[src/verilog/csp_pkg.sv]
package csp_pkg;
    // word format on the serial link
    localparam int WORD_BITS = 16;
    localparam logic [3:0] BIT_LAST = 4'hF;
    // control word fields
    localparam int CW_DEV_HI = 15;
    localparam int CW_DEV_LO = 13;
    localparam int CW_READ = 12;
    localparam int CW_REG_HI = 11;
    localparam int CW_REG_LO = 9;
    localparam int CW_DATA_HI = 7;
    localparam int CW_DATA_LO = 0;
    localparam logic [7:0] CW_IDLE_UPPER = 8'h00;
    // control register 1 bit that selects the dac word length
    localparam int CR1_DAC16_BIT = 0;
    localparam logic [2:0] REG_CR1 = 3'h1;
    localparam int NUM_REGS = 4;
    // register reset values
    localparam logic [7:0] CR1_RESET = 8'h00;
    localparam logic [7:0] CR2_RESET = 8'h00;
    localparam logic [7:0] CR3_RESET = 8'h00;
    localparam logic [7:0] CR4_RESET = 8'h00;
    // frame timing in bit clocks
    localparam logic [9:0] FRAME_SHORT = 10'h100;
    localparam logic [9:0] FRAME_LONG = 10'h200;
    localparam logic [9:0] SEC_OFS_SHORT = 10'h080;
    localparam logic [9:0] SEC_OFS_LONG = 10'h100;
    localparam logic [9:0] PRIM_START = 10'h001;
    localparam int CASCADE_LONG_MIN = 5;
    // device address for a stand-alone part
    localparam logic [2:0] DEV_ADDR_RESET = 3'h0;
    // apb map
    localparam logic [7:0] ADDR_ADC = 8'h00;
    localparam logic [7:0] ADDR_DAC = 8'h04;
    localparam logic [7:0] ADDR_STATUS = 8'h08;
    localparam logic [7:0] ADDR_CFG = 8'h0C;
    localparam logic [7:0] ADDR_REGS = 8'h10;
    localparam int ST_PENDING = 0;
    localparam int ST_DAC_NEW = 1;
    localparam int ST_READ_MODE = 2;
    localparam int ST_DAC16 = 3;
    localparam int ST_FRAME_CNT_LO = 8;
    typedef enum logic [1:0] {
        PH_IDLE = 2'b00,
        PH_PRIM = 2'b01,
        PH_SEC = 2'b10
    } csp_phase_e;
endpackage : csp_pkg

[src/verilog/csp_serial_port.sv]
`timescale 1ns/1ps
`default_nettype none
module csp_serial_port
    import csp_pkg::*;
(
    input wire logic sys_clk,
    input wire logic resetn,
    input wire logic serial_bit_clock,
    input wire logic serial_data_in,
    input wire logic alternate_serial_input,
    input wire logic alt_input_select,
    input wire logic secondary_request_pin,
    input wire logic [2:0] cascade_count,
    input wire logic psel,
    input wire logic penable,
    input wire logic pwrite,
    input wire logic [7:0] paddr,
    input wire logic [31:0] pwdata,
    output logic [31:0] prdata,
    output logic pready,
    output logic pslverr,
    output logic frame_sync_pulse,
    output logic serial_data_out,
    output logic serial_data_oe_n
);

    // two-flop synchronisers for pins
    logic [1:0] sclk_s_r, din_s_r, alt_s_r, req_s_r;
    logic sclk_d_r;
    logic [1:0] sel_s_r;
    logic [2:0] casc_s0_r, casc_s1_r;
    always_ff @(posedge sys_clk or negedge resetn) begin
        if (!resetn) begin
            sclk_s_r <= 2'h0;
            din_s_r <= 2'h0;
            alt_s_r <= 2'h0;
            req_s_r <= 2'h0;
            sclk_d_r <= 1'b0;
        end else begin
            sclk_s_r <= {sclk_s_r[0], serial_bit_clock};
            din_s_r <= {din_s_r[0], serial_data_in};
            alt_s_r <= {alt_s_r[0], alternate_serial_input};
            req_s_r <= {req_s_r[0], secondary_request_pin};
            sclk_d_r <= sclk_s_r[1];
        end
    end

    // strap-like pins are synchronised too; a change mid-frame only takes
    // effect a couple of cycles later, which the host must allow for
    always_ff @(posedge sys_clk or negedge resetn) begin
        if (!resetn) begin
            sel_s_r <= 2'h0;
            casc_s0_r <= 3'h0;
            casc_s1_r <= 3'h0;
        end else begin
            sel_s_r <= {sel_s_r[0], alt_input_select};
            casc_s0_r <= cascade_count;
            casc_s1_r <= casc_s0_r;
        end
    end

    wire sclk_rise = sclk_s_r[1] & ~sclk_d_r;
    wire sclk_fall = ~sclk_s_r[1] & sclk_d_r;

    // control registers 1..4 sit at index 0..3, index is register number minus one
    logic [7:0] ctrl_reg_r [NUM_REGS];
    logic [NUM_REGS-1:0] read_mode_r;
    wire dac16_mode = ctrl_reg_r[0][CR1_DAC16_BIT];

    // frame timing
    wire long_frame = (casc_s1_r >= 3'(CASCADE_LONG_MIN));
    wire [9:0] frame_len = long_frame ? FRAME_LONG : FRAME_SHORT;
    wire [9:0] sec_ofs = long_frame ? SEC_OFS_LONG : SEC_OFS_SHORT;

    logic [9:0] bit_cnt_r;
    logic [3:0] bit_idx_r;
    csp_phase_e phase_r;
    logic [15:0] shift_out_r, shift_in_r;
    logic [15:0] adc_word_r, dac_word_r;
    logic pending_r, dac_new_r;
    logic [15:0] frame_count_r;
    logic [2:0] dev_addr_r;
    logic fs_r, dout_r, oe_n_r;

    wire frame_wrap = (bit_cnt_r == frame_len - 10'h001);
    wire prim_go = sclk_rise & (bit_cnt_r == PRIM_START - 10'h001);
    // a request raised in this period's primary frame is served in the same period
    wire sec_go = sclk_rise & pending_r & (bit_cnt_r == sec_ofs);
    wire word_end = sclk_fall & (bit_idx_r == BIT_LAST);
    wire in_bit = sel_s_r[1] ? alt_s_r[1] : din_s_r[1];
    wire [15:0] in_word = {shift_in_r[14:0], in_bit};

    // decode of a finished control word
    wire [7:0] cw_upper = in_word[15:8];
    wire cw_idle = (cw_upper == CW_IDLE_UPPER);
    wire cw_read = in_word[CW_READ];
    wire [2:0] cw_reg = in_word[CW_REG_HI:CW_REG_LO];
    wire cw_mine = (in_word[CW_DEV_HI:CW_DEV_LO] == dev_addr_r);
    wire cw_valid_reg = (cw_reg != 3'h0) & (cw_reg <= 3'(NUM_REGS));
    wire [1:0] cw_idx = 2'(cw_reg - 3'h1);

    // software request only in 15-bit mode
    wire sw_req = ~dac16_mode & in_word[0];
    wire hw_req_rise = req_s_r[1] & (phase_r == PH_PRIM);

    function automatic logic [15:0] sec_reply(input logic [15:0] w, input logic [2:0] addr, input logic [7:0] val);
        sec_reply = {addr, 13'h0000};
        if (w[CW_READ]) begin
            sec_reply = {addr, 5'h00, val};
        end
    endfunction : sec_reply

    // apb decode, needed by the sample path below
    wire apb_acc = psel & penable;
    wire apb_wr = apb_acc & pwrite;
    wire apb_dac_rd = apb_acc & ~pwrite & (paddr == ADDR_DAC);

    // fields of a control word still coming in: after seven falling edges the
    // low end of the shifter holds device, read flag and register address
    wire [2:0] peek_dev = in_word[6:4];
    wire peek_read = in_word[3];
    wire [2:0] peek_reg = in_word[2:0];
    wire peek_ok = (peek_dev == dev_addr_r) & (peek_reg != 3'h0) & (peek_reg <= 3'(NUM_REGS));
    wire [1:0] peek_idx = 2'(peek_reg - 3'h1);
    wire [7:0] sec_peek = ctrl_reg_r[peek_idx];
    wire peek_load = sclk_fall & (phase_r == PH_SEC) & (bit_idx_r == 4'h6) & peek_read & peek_ok;

    // frame starts and ends
    wire prim_load = (phase_r == PH_IDLE) & prim_go;
    wire sec_load = (phase_r == PH_IDLE) & ~prim_go & sec_go;
    wire frame_load = prim_load | sec_load;
    wire frame_on = (phase_r == PH_PRIM) | (phase_r == PH_SEC);
    wire prim_done = word_end & (phase_r == PH_PRIM);
    wire sec_done = word_end & (phase_r == PH_SEC);
    wire [15:0] first_word = prim_load ? adc_word_r : sec_reply(16'h0000, dev_addr_r, 8'h00);

    // bit clocks since the primary frame start
    always_ff @(posedge sys_clk or negedge resetn) begin
        if (!resetn) begin
            bit_cnt_r <= 10'h000;
        end else if (sclk_rise) begin
            bit_cnt_r <= frame_wrap ? 10'h000 : bit_cnt_r + 10'h001;
        end
    end

    // phase of the link
    always_ff @(posedge sys_clk or negedge resetn) begin
        if (!resetn) begin
            phase_r <= PH_IDLE;
        end else begin
            case (phase_r)
                PH_IDLE: begin
                    if (prim_load) begin
                        phase_r <= PH_PRIM;
                    end else if (sec_load) begin
                        phase_r <= PH_SEC;
                    end
                end
                PH_PRIM, PH_SEC: begin
                    if (word_end) begin
                        phase_r <= PH_IDLE;
                    end
                end
                default: begin
                    phase_r <= PH_IDLE;
                end
            endcase
        end
    end

    // frame sync and output enable follow the frame
    always_ff @(posedge sys_clk or negedge resetn) begin
        if (!resetn) begin
            fs_r <= 1'b1;
            oe_n_r <= 1'b1;
        end else if (frame_load) begin
            fs_r <= 1'b0;
            oe_n_r <= 1'b0;
        end else if (frame_on & word_end) begin
            fs_r <= 1'b1;
            oe_n_r <= 1'b1;
        end
    end

    // the first bit goes out with frame sync so the host's first falling edge sees it
    always_ff @(posedge sys_clk or negedge resetn) begin
        if (!resetn) begin
            dout_r <= 1'b0;
            shift_out_r <= 16'h0000;
        end else if (frame_load) begin
            dout_r <= first_word[15];
            shift_out_r <= {first_word[14:0], 1'b0};
        end else if (frame_on & sclk_rise) begin
            dout_r <= shift_out_r[15];
            shift_out_r <= {shift_out_r[14:0], 1'b0};
        end else if (peek_load) begin
            // seven bits are out, so the low byte sits just below the top bit
            shift_out_r[14:7] <= sec_peek;
        end
    end

    // input shifter and bit position in the word
    always_ff @(posedge sys_clk or negedge resetn) begin
        if (!resetn) begin
            shift_in_r <= 16'h0000;
            bit_idx_r <= 4'h0;
        end else if (frame_load) begin
            bit_idx_r <= 4'h0;
        end else if (frame_on & sclk_fall) begin
            shift_in_r <= in_word;
            bit_idx_r <= bit_idx_r + 4'h1;
        end
    end

    // a register is written only at the end of a secondary word for this device
    wire reg_write = sec_done & cw_mine & ~cw_idle & cw_valid_reg & ~cw_read;
    localparam logic [7:0] REG_RESET [NUM_REGS] = '{CR1_RESET, CR2_RESET, CR3_RESET, CR4_RESET};
    genvar gi;
    generate
        for (gi = 0; gi < NUM_REGS; gi++) begin : g_reg
            always_ff @(posedge sys_clk or negedge resetn) begin
                if (!resetn) begin
                    ctrl_reg_r[gi] <= REG_RESET[gi];
                end else if (reg_write && cw_idx == 2'(gi)) begin
                    ctrl_reg_r[gi] <= in_word[CW_DATA_HI:CW_DATA_LO];
                end
            end
        end
    endgenerate

    // any secondary word for this device leaves at most the one register it reads in read mode
    always_ff @(posedge sys_clk or negedge resetn) begin
        if (!resetn) begin
            read_mode_r <= 4'h0;
        end else if (sec_done & cw_mine) begin
            read_mode_r <= (!cw_idle && cw_valid_reg && cw_read) ? (4'h1 << cw_idx) : 4'h0;
        end
    end

    // a new request wins over the clear; the request pin is only sampled while a primary frame is on
    wire new_req = hw_req_rise | (prim_done & sw_req);
    always_ff @(posedge sys_clk or negedge resetn) begin
        if (!resetn) begin
            pending_r <= 1'b0;
        end else if (new_req) begin
            pending_r <= 1'b1;
        end else if (sec_done) begin
            pending_r <= 1'b0;
        end
    end

    always_ff @(posedge sys_clk or negedge resetn) begin
        if (!resetn) begin
            dac_word_r <= 16'h0000;
            dac_new_r <= 1'b0;
        end else if (prim_done) begin
            // 15-bit sample keeps d15..d1 and a zero lsb
            dac_word_r <= dac16_mode ? in_word : {in_word[15:1], 1'b0};
            dac_new_r <= 1'b1;
        end else if (apb_dac_rd) begin
            dac_new_r <= 1'b0;
        end
    end

    always_ff @(posedge sys_clk or negedge resetn) begin
        if (!resetn) begin
            frame_count_r <= 16'h0000;
        end else if (prim_load) begin
            frame_count_r <= frame_count_r + 16'h0001;
        end
    end

    // apb slave, no wait states: pready answers in the first access cycle
    logic [15:0] adc_nxt;
    assign adc_nxt = (apb_wr && paddr == ADDR_ADC) ? pwdata[15:0] : adc_word_r;
    wire is_reg = (paddr >= ADDR_REGS) & (paddr < ADDR_REGS + 8'h10) & (paddr[1:0] == 2'h0);
    wire [1:0] reg_sel = paddr[3:2];
    wire mapped = is_reg | (paddr == ADDR_ADC) | (paddr == ADDR_DAC) | (paddr == ADDR_STATUS) |
        (paddr == ADDR_CFG);
    wire [31:0] status_word = {frame_count_r, 12'h000, dac16_mode, |read_mode_r, dac_new_r, pending_r};
    logic [31:0] rd_mux;
    always_comb begin
        rd_mux = 32'h0000_0000;
        case (paddr)
            ADDR_ADC: rd_mux = {16'h0000, adc_word_r};
            ADDR_DAC: rd_mux = {16'h0000, dac_word_r};
            ADDR_STATUS: rd_mux = status_word;
            ADDR_CFG: rd_mux = {29'h0, dev_addr_r};
            default: rd_mux = is_reg ? {24'h0, ctrl_reg_r[reg_sel]} : 32'h0000_0000;
        endcase
    end

    // sample to send and this device's address
    always_ff @(posedge sys_clk or negedge resetn) begin
        if (!resetn) begin
            adc_word_r <= 16'h0000;
            dev_addr_r <= DEV_ADDR_RESET;
        end else begin
            adc_word_r <= adc_nxt;
            if (apb_wr && paddr == ADDR_CFG) begin
                dev_addr_r <= pwdata[2:0];
            end
        end
    end

    // answer is registered from the setup cycle, so it costs no wait state and keeps outputs on flops
    always_ff @(posedge sys_clk or negedge resetn) begin
        if (!resetn) begin
            prdata <= 32'h0000_0000;
            pready <= 1'b0;
            pslverr <= 1'b0;
        end else begin
            pready <= psel & ~penable;
            pslverr <= psel & ~penable & ~mapped;
            prdata <= (psel & ~penable & ~pwrite) ? rd_mux : 32'h0000_0000;
        end
    end

    assign frame_sync_pulse = fs_r;
    assign serial_data_out = dout_r;
    assign serial_data_oe_n = oe_n_r;

endmodule : csp_serial_port
`default_nettype wire

[config.mk]
export PLATFORM = sky130hd
export DESIGN_NAME = csp_serial_port
export DESIGN_NICKNAME = d
export VERILOG_FILES = /design/src/verilog/csp_pkg.sv /design/src/verilog/csp_serial_port.sv
export SDC_FILE = /design/constraint.sdc
export NUM_CORES = 1
export LEC_CHECK = 0
export ABC_AREA = 1
export BUFFER_PORTS_ARGS = -buffer_cell sky130_fd_sc_hd__buf_2
export CORE_ASPECT_RATIO = 0.9
export CORE_UTILIZATION = 55
export CTS_BUF_LIST = sky130_fd_sc_hd__clkbuf_8
export CTS_CLUSTER_SIZE = 20
export DETAILED_ROUTE_END_ITERATION = 10
export HOLD_SLACK_MARGIN = 0.15
export PLACE_DENSITY = 0.74
export SKIP_LAST_GASP = 1
export SLEW_MARGIN = 30
export SYNTH_ARGS = -nofsm -noshare
export SYNTH_HDL_FRONTEND = slang
export SYNTH_SLANG_ARGS = --single-unit
[constraint.sdc]
create_clock -name sys_clk -period 2 [get_ports sys_clk]
set_input_delay 0.1 -clock sys_clk [delete_from_list [all_inputs] [get_ports sys_clk]]
set_output_delay 0.1 -clock sys_clk [all_outputs]
set_load 0.03 [all_outputs]
**Word-level counts from Yosys, hierarchy flattened**

Cells that the tools add are included.

- Equality and inequality tests: 16
- Bitwise gates (word level): 56
- Shift operators: 1
- Mux-type cells: 35
- Reductions and logical operators: 27
- Magnitude comparators: 7
- Add/subtract/negate cells: 6

Operator list:

| operator | count |
|---|---|
| $pmux W32 S4 | 1 |
| $mux W8 | 7 |
| $and A1 B1 Y1 | 37 |
| $bmux W8 S2 | 2 |
| $mux W16 | 2 |
| $mux W32 | 1 |
| $mux W10 | 2 |
| $add A16 B1 Y16 const B | 1 |
| $eq A8 B4 Y1 const B | 2 |
| $logic_not A8 Y1 | 2 |
| $mux W4 | 3 |
| $mux W1 | 11 |
| $add A10 B1 Y10 const B | 1 |
| $eq A10 B10 Y1 | 1 |
| $eq A10 B9 Y1 | 1 |
| $logic_not A10 Y1 | 1 |
| $not A1 Y1 | 10 |
| $reduce_bool A2 Y1 | 5 |
| $sub A10 B1 Y10 const B | 1 |
| $ge A3 B3 Y1 const B | 3 |
| $mux W9 | 1 |
| $reduce_bool A3 Y1 | 3 |
| $eq A8 B3 Y1 const B | 1 |
| $ge A8 B5 Y1 const B | 1 |
| 23 further kinds | 48 |

- Logic and storage cells: 178
- Register bits: 189

**Logic depth before layout (Yosys ltp)**

- Depth in word-level cells: 9
- Gate-level depth with buffers: 14

**Worst setup path after synthesis**

OpenSTA, ideal clock, no wires.

- Path type: register to register
- From: reg sel_s_r[1]
- To: reg shift_out_r[10]
- Buffers on the path: 1
- Library setup time: 0.118 ns
- Period minus slack after synthesis: 1.786 ns
- Cell stages (with the launch flop): 15
- Data arrival time: 1.669 ns
- Slack: 0.214 ns
- Path through: dfrtp_1 inv_1 nand2_1 nand2_1 ha_1 clkbuf_1 inv_1 nand3_1 nand2_1 nand2_1 nand2_1 nand3_1 nand2_1 nand2_1 nand2_1

- Longest elaborated chain between the ends: 9
- Elaborated cells between the ends (all ways): 15
- Those cells by class: add/sub (1); order compare (1); mux (7); bitwise (4); reduce/logical (2)

Ends and longest elaborated chain:

| what | RTL line | RTL |
|---|---|---|
| start: declaration | csp_serial_port.sv:30 | `logic [1:0] sel_s_r;` |
| start signal: assignment | csp_serial_port.sv:56 | `sel_s_r <= {sel_s_r[0], alt_input_select};` |
| $mux W1 (*) | csp_serial_port.sv:90 | `wire in_bit = sel_s_r[1] ? alt_s_r[1] : din_s_r[1];` |
| $sub A2 B1 Y2 | csp_serial_port.sv:124 | `wire [1:0] peek_idx = 2'(peek_reg - 3'h1);` |
| $not A2 Y3 (not written as such) | csp_serial_port.sv:125 | `wire [7:0] sec_peek = ctrl_reg_r[peek_idx];` |
| $bmux W8 S2 | csp_serial_port.sv:125 |  |
| $mux W8 (not written as such) (2 in a row) | csp_serial_port.sv:125 |  |
| $mux W8 | csp_serial_port.sv:196 | `end else if (peek_load) begin` |
| $mux W8 | csp_serial_port.sv:193 | `end else if (frame_on & sclk_rise) begin` |
| $mux W16 | csp_serial_port.sv:190 | `end else if (frame_load) begin` |
| end signal: assignment | csp_serial_port.sv:192 | `shift_out_r <= {first_word[14:0], 1'b0};` |
| end signal: assignment | csp_serial_port.sv:195 | `shift_out_r <= {shift_out_r[14:0], 1'b0};` |
| end signal: assignment | csp_serial_port.sv:198 | `shift_out_r[14:7] <= sec_peek;` |
| end: declaration | csp_serial_port.sv:78 | `logic [15:0] shift_out_r, shift_in_r;` |

Every way passes the cells marked *; elsewhere a longest branch is shown, timed or not. The select of a mux whose other input is x is not followed.
A chain may end at the register's enable or synchronous reset.

**Worst setup path after layout**

- From: reg bit_cnt_r[1]
- To: reg shift_out_r[13]

- Longest elaborated chain between the ends: 7
- Elaborated cells between the ends (all ways): 12
- Those cells by class: eq/ne (1); mux (2); bitwise (7); reduce/logical (2)

Ends and longest elaborated chain:

| what | RTL line | RTL |
|---|---|---|
| start: declaration | csp_serial_port.sv:75 | `logic [9:0] bit_cnt_r;` |
| start signal: assignment | csp_serial_port.sv:142 | `bit_cnt_r <= frame_wrap ? 10'h000 : bit_cnt_r + 10'h001;` |
| $logic_not A10 Y1 | csp_serial_port.sv:86 | `wire prim_go = sclk_rise & (bit_cnt_r == PRIM_START - 10'h001);` |
| $and A1 B1 Y1 | csp_serial_port.sv:86 |  |
| $not A1 Y1 | csp_serial_port.sv:130 | `wire sec_load = (phase_r == PH_IDLE) & ~prim_go & sec_go;` |
| $and A1 B1 Y1 (2 in a row) | csp_serial_port.sv:130 |  |
| $or A1 B1 Y1 | csp_serial_port.sv:131 | `wire frame_load = prim_load \| sec_load;` |
| $reduce_bool A3 Y1 (no line) / $mux W16 (equally long branches) | -- |  |

Several ways; a longest one is shown, not always the timed one.

==> results.cfg <==
[detailed_routing]
drt_pre_antenna_iters = 6
detail-route-antenna-nets = 0
via_count = 7139
wire_per_inst_um = 15.6
drt_iter0_markers = 604
post-route-drc-count = 0
post_drt_via_cell_ratio = 5.32
routed_wl_mm = 21.0

[clock_network]
clock-sinks = 188
worst_setup_hold_path_clk_slew_ps = 90
cts_buffer_depth = 2
cts_htree_levels = 4
root_buffer = clkbuf_8
tritoncts = built
clk-insertion-delay-late_ps = 480
cts_buffers = 17

[place]
io_buffers = 73
gp_congestion = 0.873
detailed_place.area_sq_mm = 0.00943
dp.cells = 1275
dp_hpwl_mm = 14.3

[final_layout]
finalInstanceArea_sq_mm = 0.0102
area.growth.synth_to_final_pct = 18.1
drive_above_1_share_pct = 16.2
final_cells = 1343
final_net_count = 1190
nFillCells = 1329

[sta]
totalNegativeSetupSlack_ps = 0
timing.clock.skew_ps = 10.9
tightestPinTransition_ps = 583
rsz0062_at_grt = yes
count_of_pins_over_their_slew_limit = 0
hold_fails_final_rpt = 0
max_slew_margin_pct = 61.1
setup_violations = 0
post_route_fraction_of_the_period_consumed_by_the_critical_path_pct = 94.5
achievable-frequency_mhz = 529
post-route-min-period_ps = 1890
hold-worst-slack_ps = 180

[power_and_ir_drop]
peakVddDrop_uv = 694
p_sw_mw = 2.90
clock_power_share_pct = 29.1
p_int_mw = 6.00
seq_power_share_pct = 50.1
fin_total_pwr_mw = 8.90
power_density_mw_per_mm2 = 872
cellLeakagePower_nw = 5.08
swShare_pct = 32.6
power.combinational.fraction_pct = 20.8

[floorplanning]
die_area_sq_mm = 0.0162
dieHeight_um = 121
initial_core_util_pct = 56.2
fp-row-count = 43
core-area_sq_mm = 0.0154
num_io_pins = 90
dieWidth_um = 134

[global_routing]
global_route_wire_length_before_repair_mm = 34.2
first_global_vias = 6754
overflow = 0
antenna_found_initial = 1
grt.total_usage_pct = 27.5
grt_start_max_net_pins = 68

[synthesis]
synth.ff_latch_count = 188
number_of_enable_flip_flop_cells_after_synthesis = 0
synth_top_flop_cell = dfrtp_1
postSynthAreaPerCell_sq_um = 8.69
post_synth_instance_area_sq_mm = 0.00864
synth-async-reset-ratio_pct = 100
ys_warn_count = 0
syn-num-nets = 1056
yosysUniqueCellTypes = 43
postSynthCellCount = 994
ys_seq_area_share_pct = 54.5

[worst_setup_path]
regToRegStartpoint = bit_cnt_r[1]
start_kind = register
r2r_cells = 12
crit_arrival_ps = 2310
cp.required_ps = 2420
worstSetupEndpoint = shift_out_r[13]
timing.critical_path.to_type = register
reg2reg_to = shift_out_r[13]
criticalPathCategory = reg2reg
rrSetupSlack_ps = 110
critical_path_peak_fanout = 8
startpoint_of_the_most_critical_setup_path = bit_cnt_r[1]

[run_status]
status = completed

[job]
drv.max_cap_violation_count = 0

[worst_hold_path]
hold_class = in2async
per-stage QoR:
step                      setup slack (ps)  util [%]
after floorplan                        214         -
after global placement                 175      61.3
after detailed placement               114      61.3
after CTS                             39.2      66.0
after global routing                 -55.2      66.3
final                                  110      66.3
routing by layer:
metal / wire length [um] / track usage (%)
met5: 0 / 0
met4: 436 / 8.92
met3: 1360 / 4.55
met2: 9980 / 43.8
met1: 9220 / 38.5
power by group through the flow:
stage	Combinational [mW]	Clock [mW]	Sequential (mW)
finish	1.85	2.59	4.46
global route	2.10	2.75	4.50
detailed placement	1.76	0	4.52
global placement	1.70	0	4.51
CTS	1.81	2.61	4.46
floorplan	1.15	0	4.47
layout make-up:
cell class | count | area (sq um) | share of cell area [%]
inverters | 128 | 489 | 4.80
multi-input cells | 651 | 3330 | 32.6
well taps | 202 | 253 | 2.48
diodes | 1 | 2.50 | 0.0245
repair buffers | 142 | 1020 | 10.0
clock inverters | 12 | 138 | 1.35
clock buffers | 19 | 262 | 2.56
flip-flops and latches | 188 | 4710 | 46.1
layout by cell type (no fill, tap or decap), types with 4 or more instances in the layout:
| cell type | instances |
|---|---|
| a21oi_1 | 23 |
| a221oi_1 | 4 |
| buf_12 | 4 |
| buf_2 | 72 |
| buf_4 | 32 |
| clkbuf_8 | 20 |
| dfrtp_1 | 187 |
| dlygate4sd3_1 | 33 |
| ha_1 | 9 |
| inv_1 | 120 |
| inv_2 | 4 |
| inv_6 | 4 |
| mux2_2 | 9 |
| mux2_4 | 4 |
| nand2_1 | 281 |
| nand3_1 | 54 |
| nand3_2 | 4 |
| nand3_4 | 5 |
| nand4_1 | 10 |
| nor2_1 | 59 |
| nor2_2 | 6 |
| nor3_1 | 24 |
| nor4_1 | 4 |
| o21ai_0 | 69 |
| o21ai_1 | 33 |
| o221ai_1 | 5 |
| xor2_1 | 23 |
synth_stat cells (8+ instances only):
master	n	area share, %
inv_1	121	5.3
a21oi_1	23	1.3
nand4_1	10	0.72
ha_1	9	1.3
nand2_1	281	12
o21ai_1	33	1.9
xor2_1	23	2.3
buf_2	8	0.46
mux2_2	9	1.2
o21ai_0	69	4.0
nor3_1	24	1.4
nand3_1	54	3.1
dfrtp_1	187	54
nor2_1	62	2.7
clkbuf_1	14	0.61
worst max-delay path, cell delays in order, from the launching register on:
cell and delay (ps):
dfrtp_1 420, inv_1 100, ha_1 170, nand2_1 70, nor2_1 150, nand3_1 100, nor2_1 120, nand3_2 160
buf_4 180, nand4_1 90, buf_4 160, nand2_1 60, nand2_1 60
registers in the layout, summed over array words and instances (netlist names), 3 cells and up:
register,count
shift_in_r,15
casc_s0_r,3
dac_word_r,16
frame_count_r,16
dev_addr_r,3
read_mode_r,4
adc_word_r,16
prdata,32
casc_s1_r,3
shift_out_r,15
bit_cnt_r,10
ctrl_reg_r,32
bit_idx_r,4
worst min-delay path by stage:
| stage | endpoint | slack, ps | start | cells past startpoint |
|---|---|---|---|---|
| finish | bit_cnt_r[7] | 180 | resetn | 2 |
| global route | prdata[3] | 220 | paddr[1] | 7 |
| CTS | prdata[13] | 170 | paddr[3] | 6 |
| detailed placement | bit_cnt_r[7] | 140 | resetn | 1 |
| global placement | bit_cnt_r[5] | 150 | resetn | 1 |
| floorplan | adc_word_r[0] | -200 | resetn | 0 |
what timing repair did:
| action | in CTS | in global routing |
|---|---|---|
| hold buffers | 33 | 0 |
| setup buffers | 0 | 3 |
| endpoints found under the setup margin | 0 | 24 |
| gates resized for setup | 0 | 5 |
| hold endpoints to repair | 233 | 0 |
cell families (layout without fill, tap and decap cells):
logic type	Yosys count	count (layout)	share of synthesized area, %
other	0	1	0
flip-flops	188	188	54.5
XOR/XNOR	25	25	2.53
AO/OA/AOI/OAI	148	148	9.35
adder cells (fa/ha/maj)	9	9	1.30
AND/OR/NAND/NOR	456	456	23.2
buffers and inverters	155	301	7.25
multiplexers	13	13	1.87
Note: power is estimated with default switching activity, not from simulation.
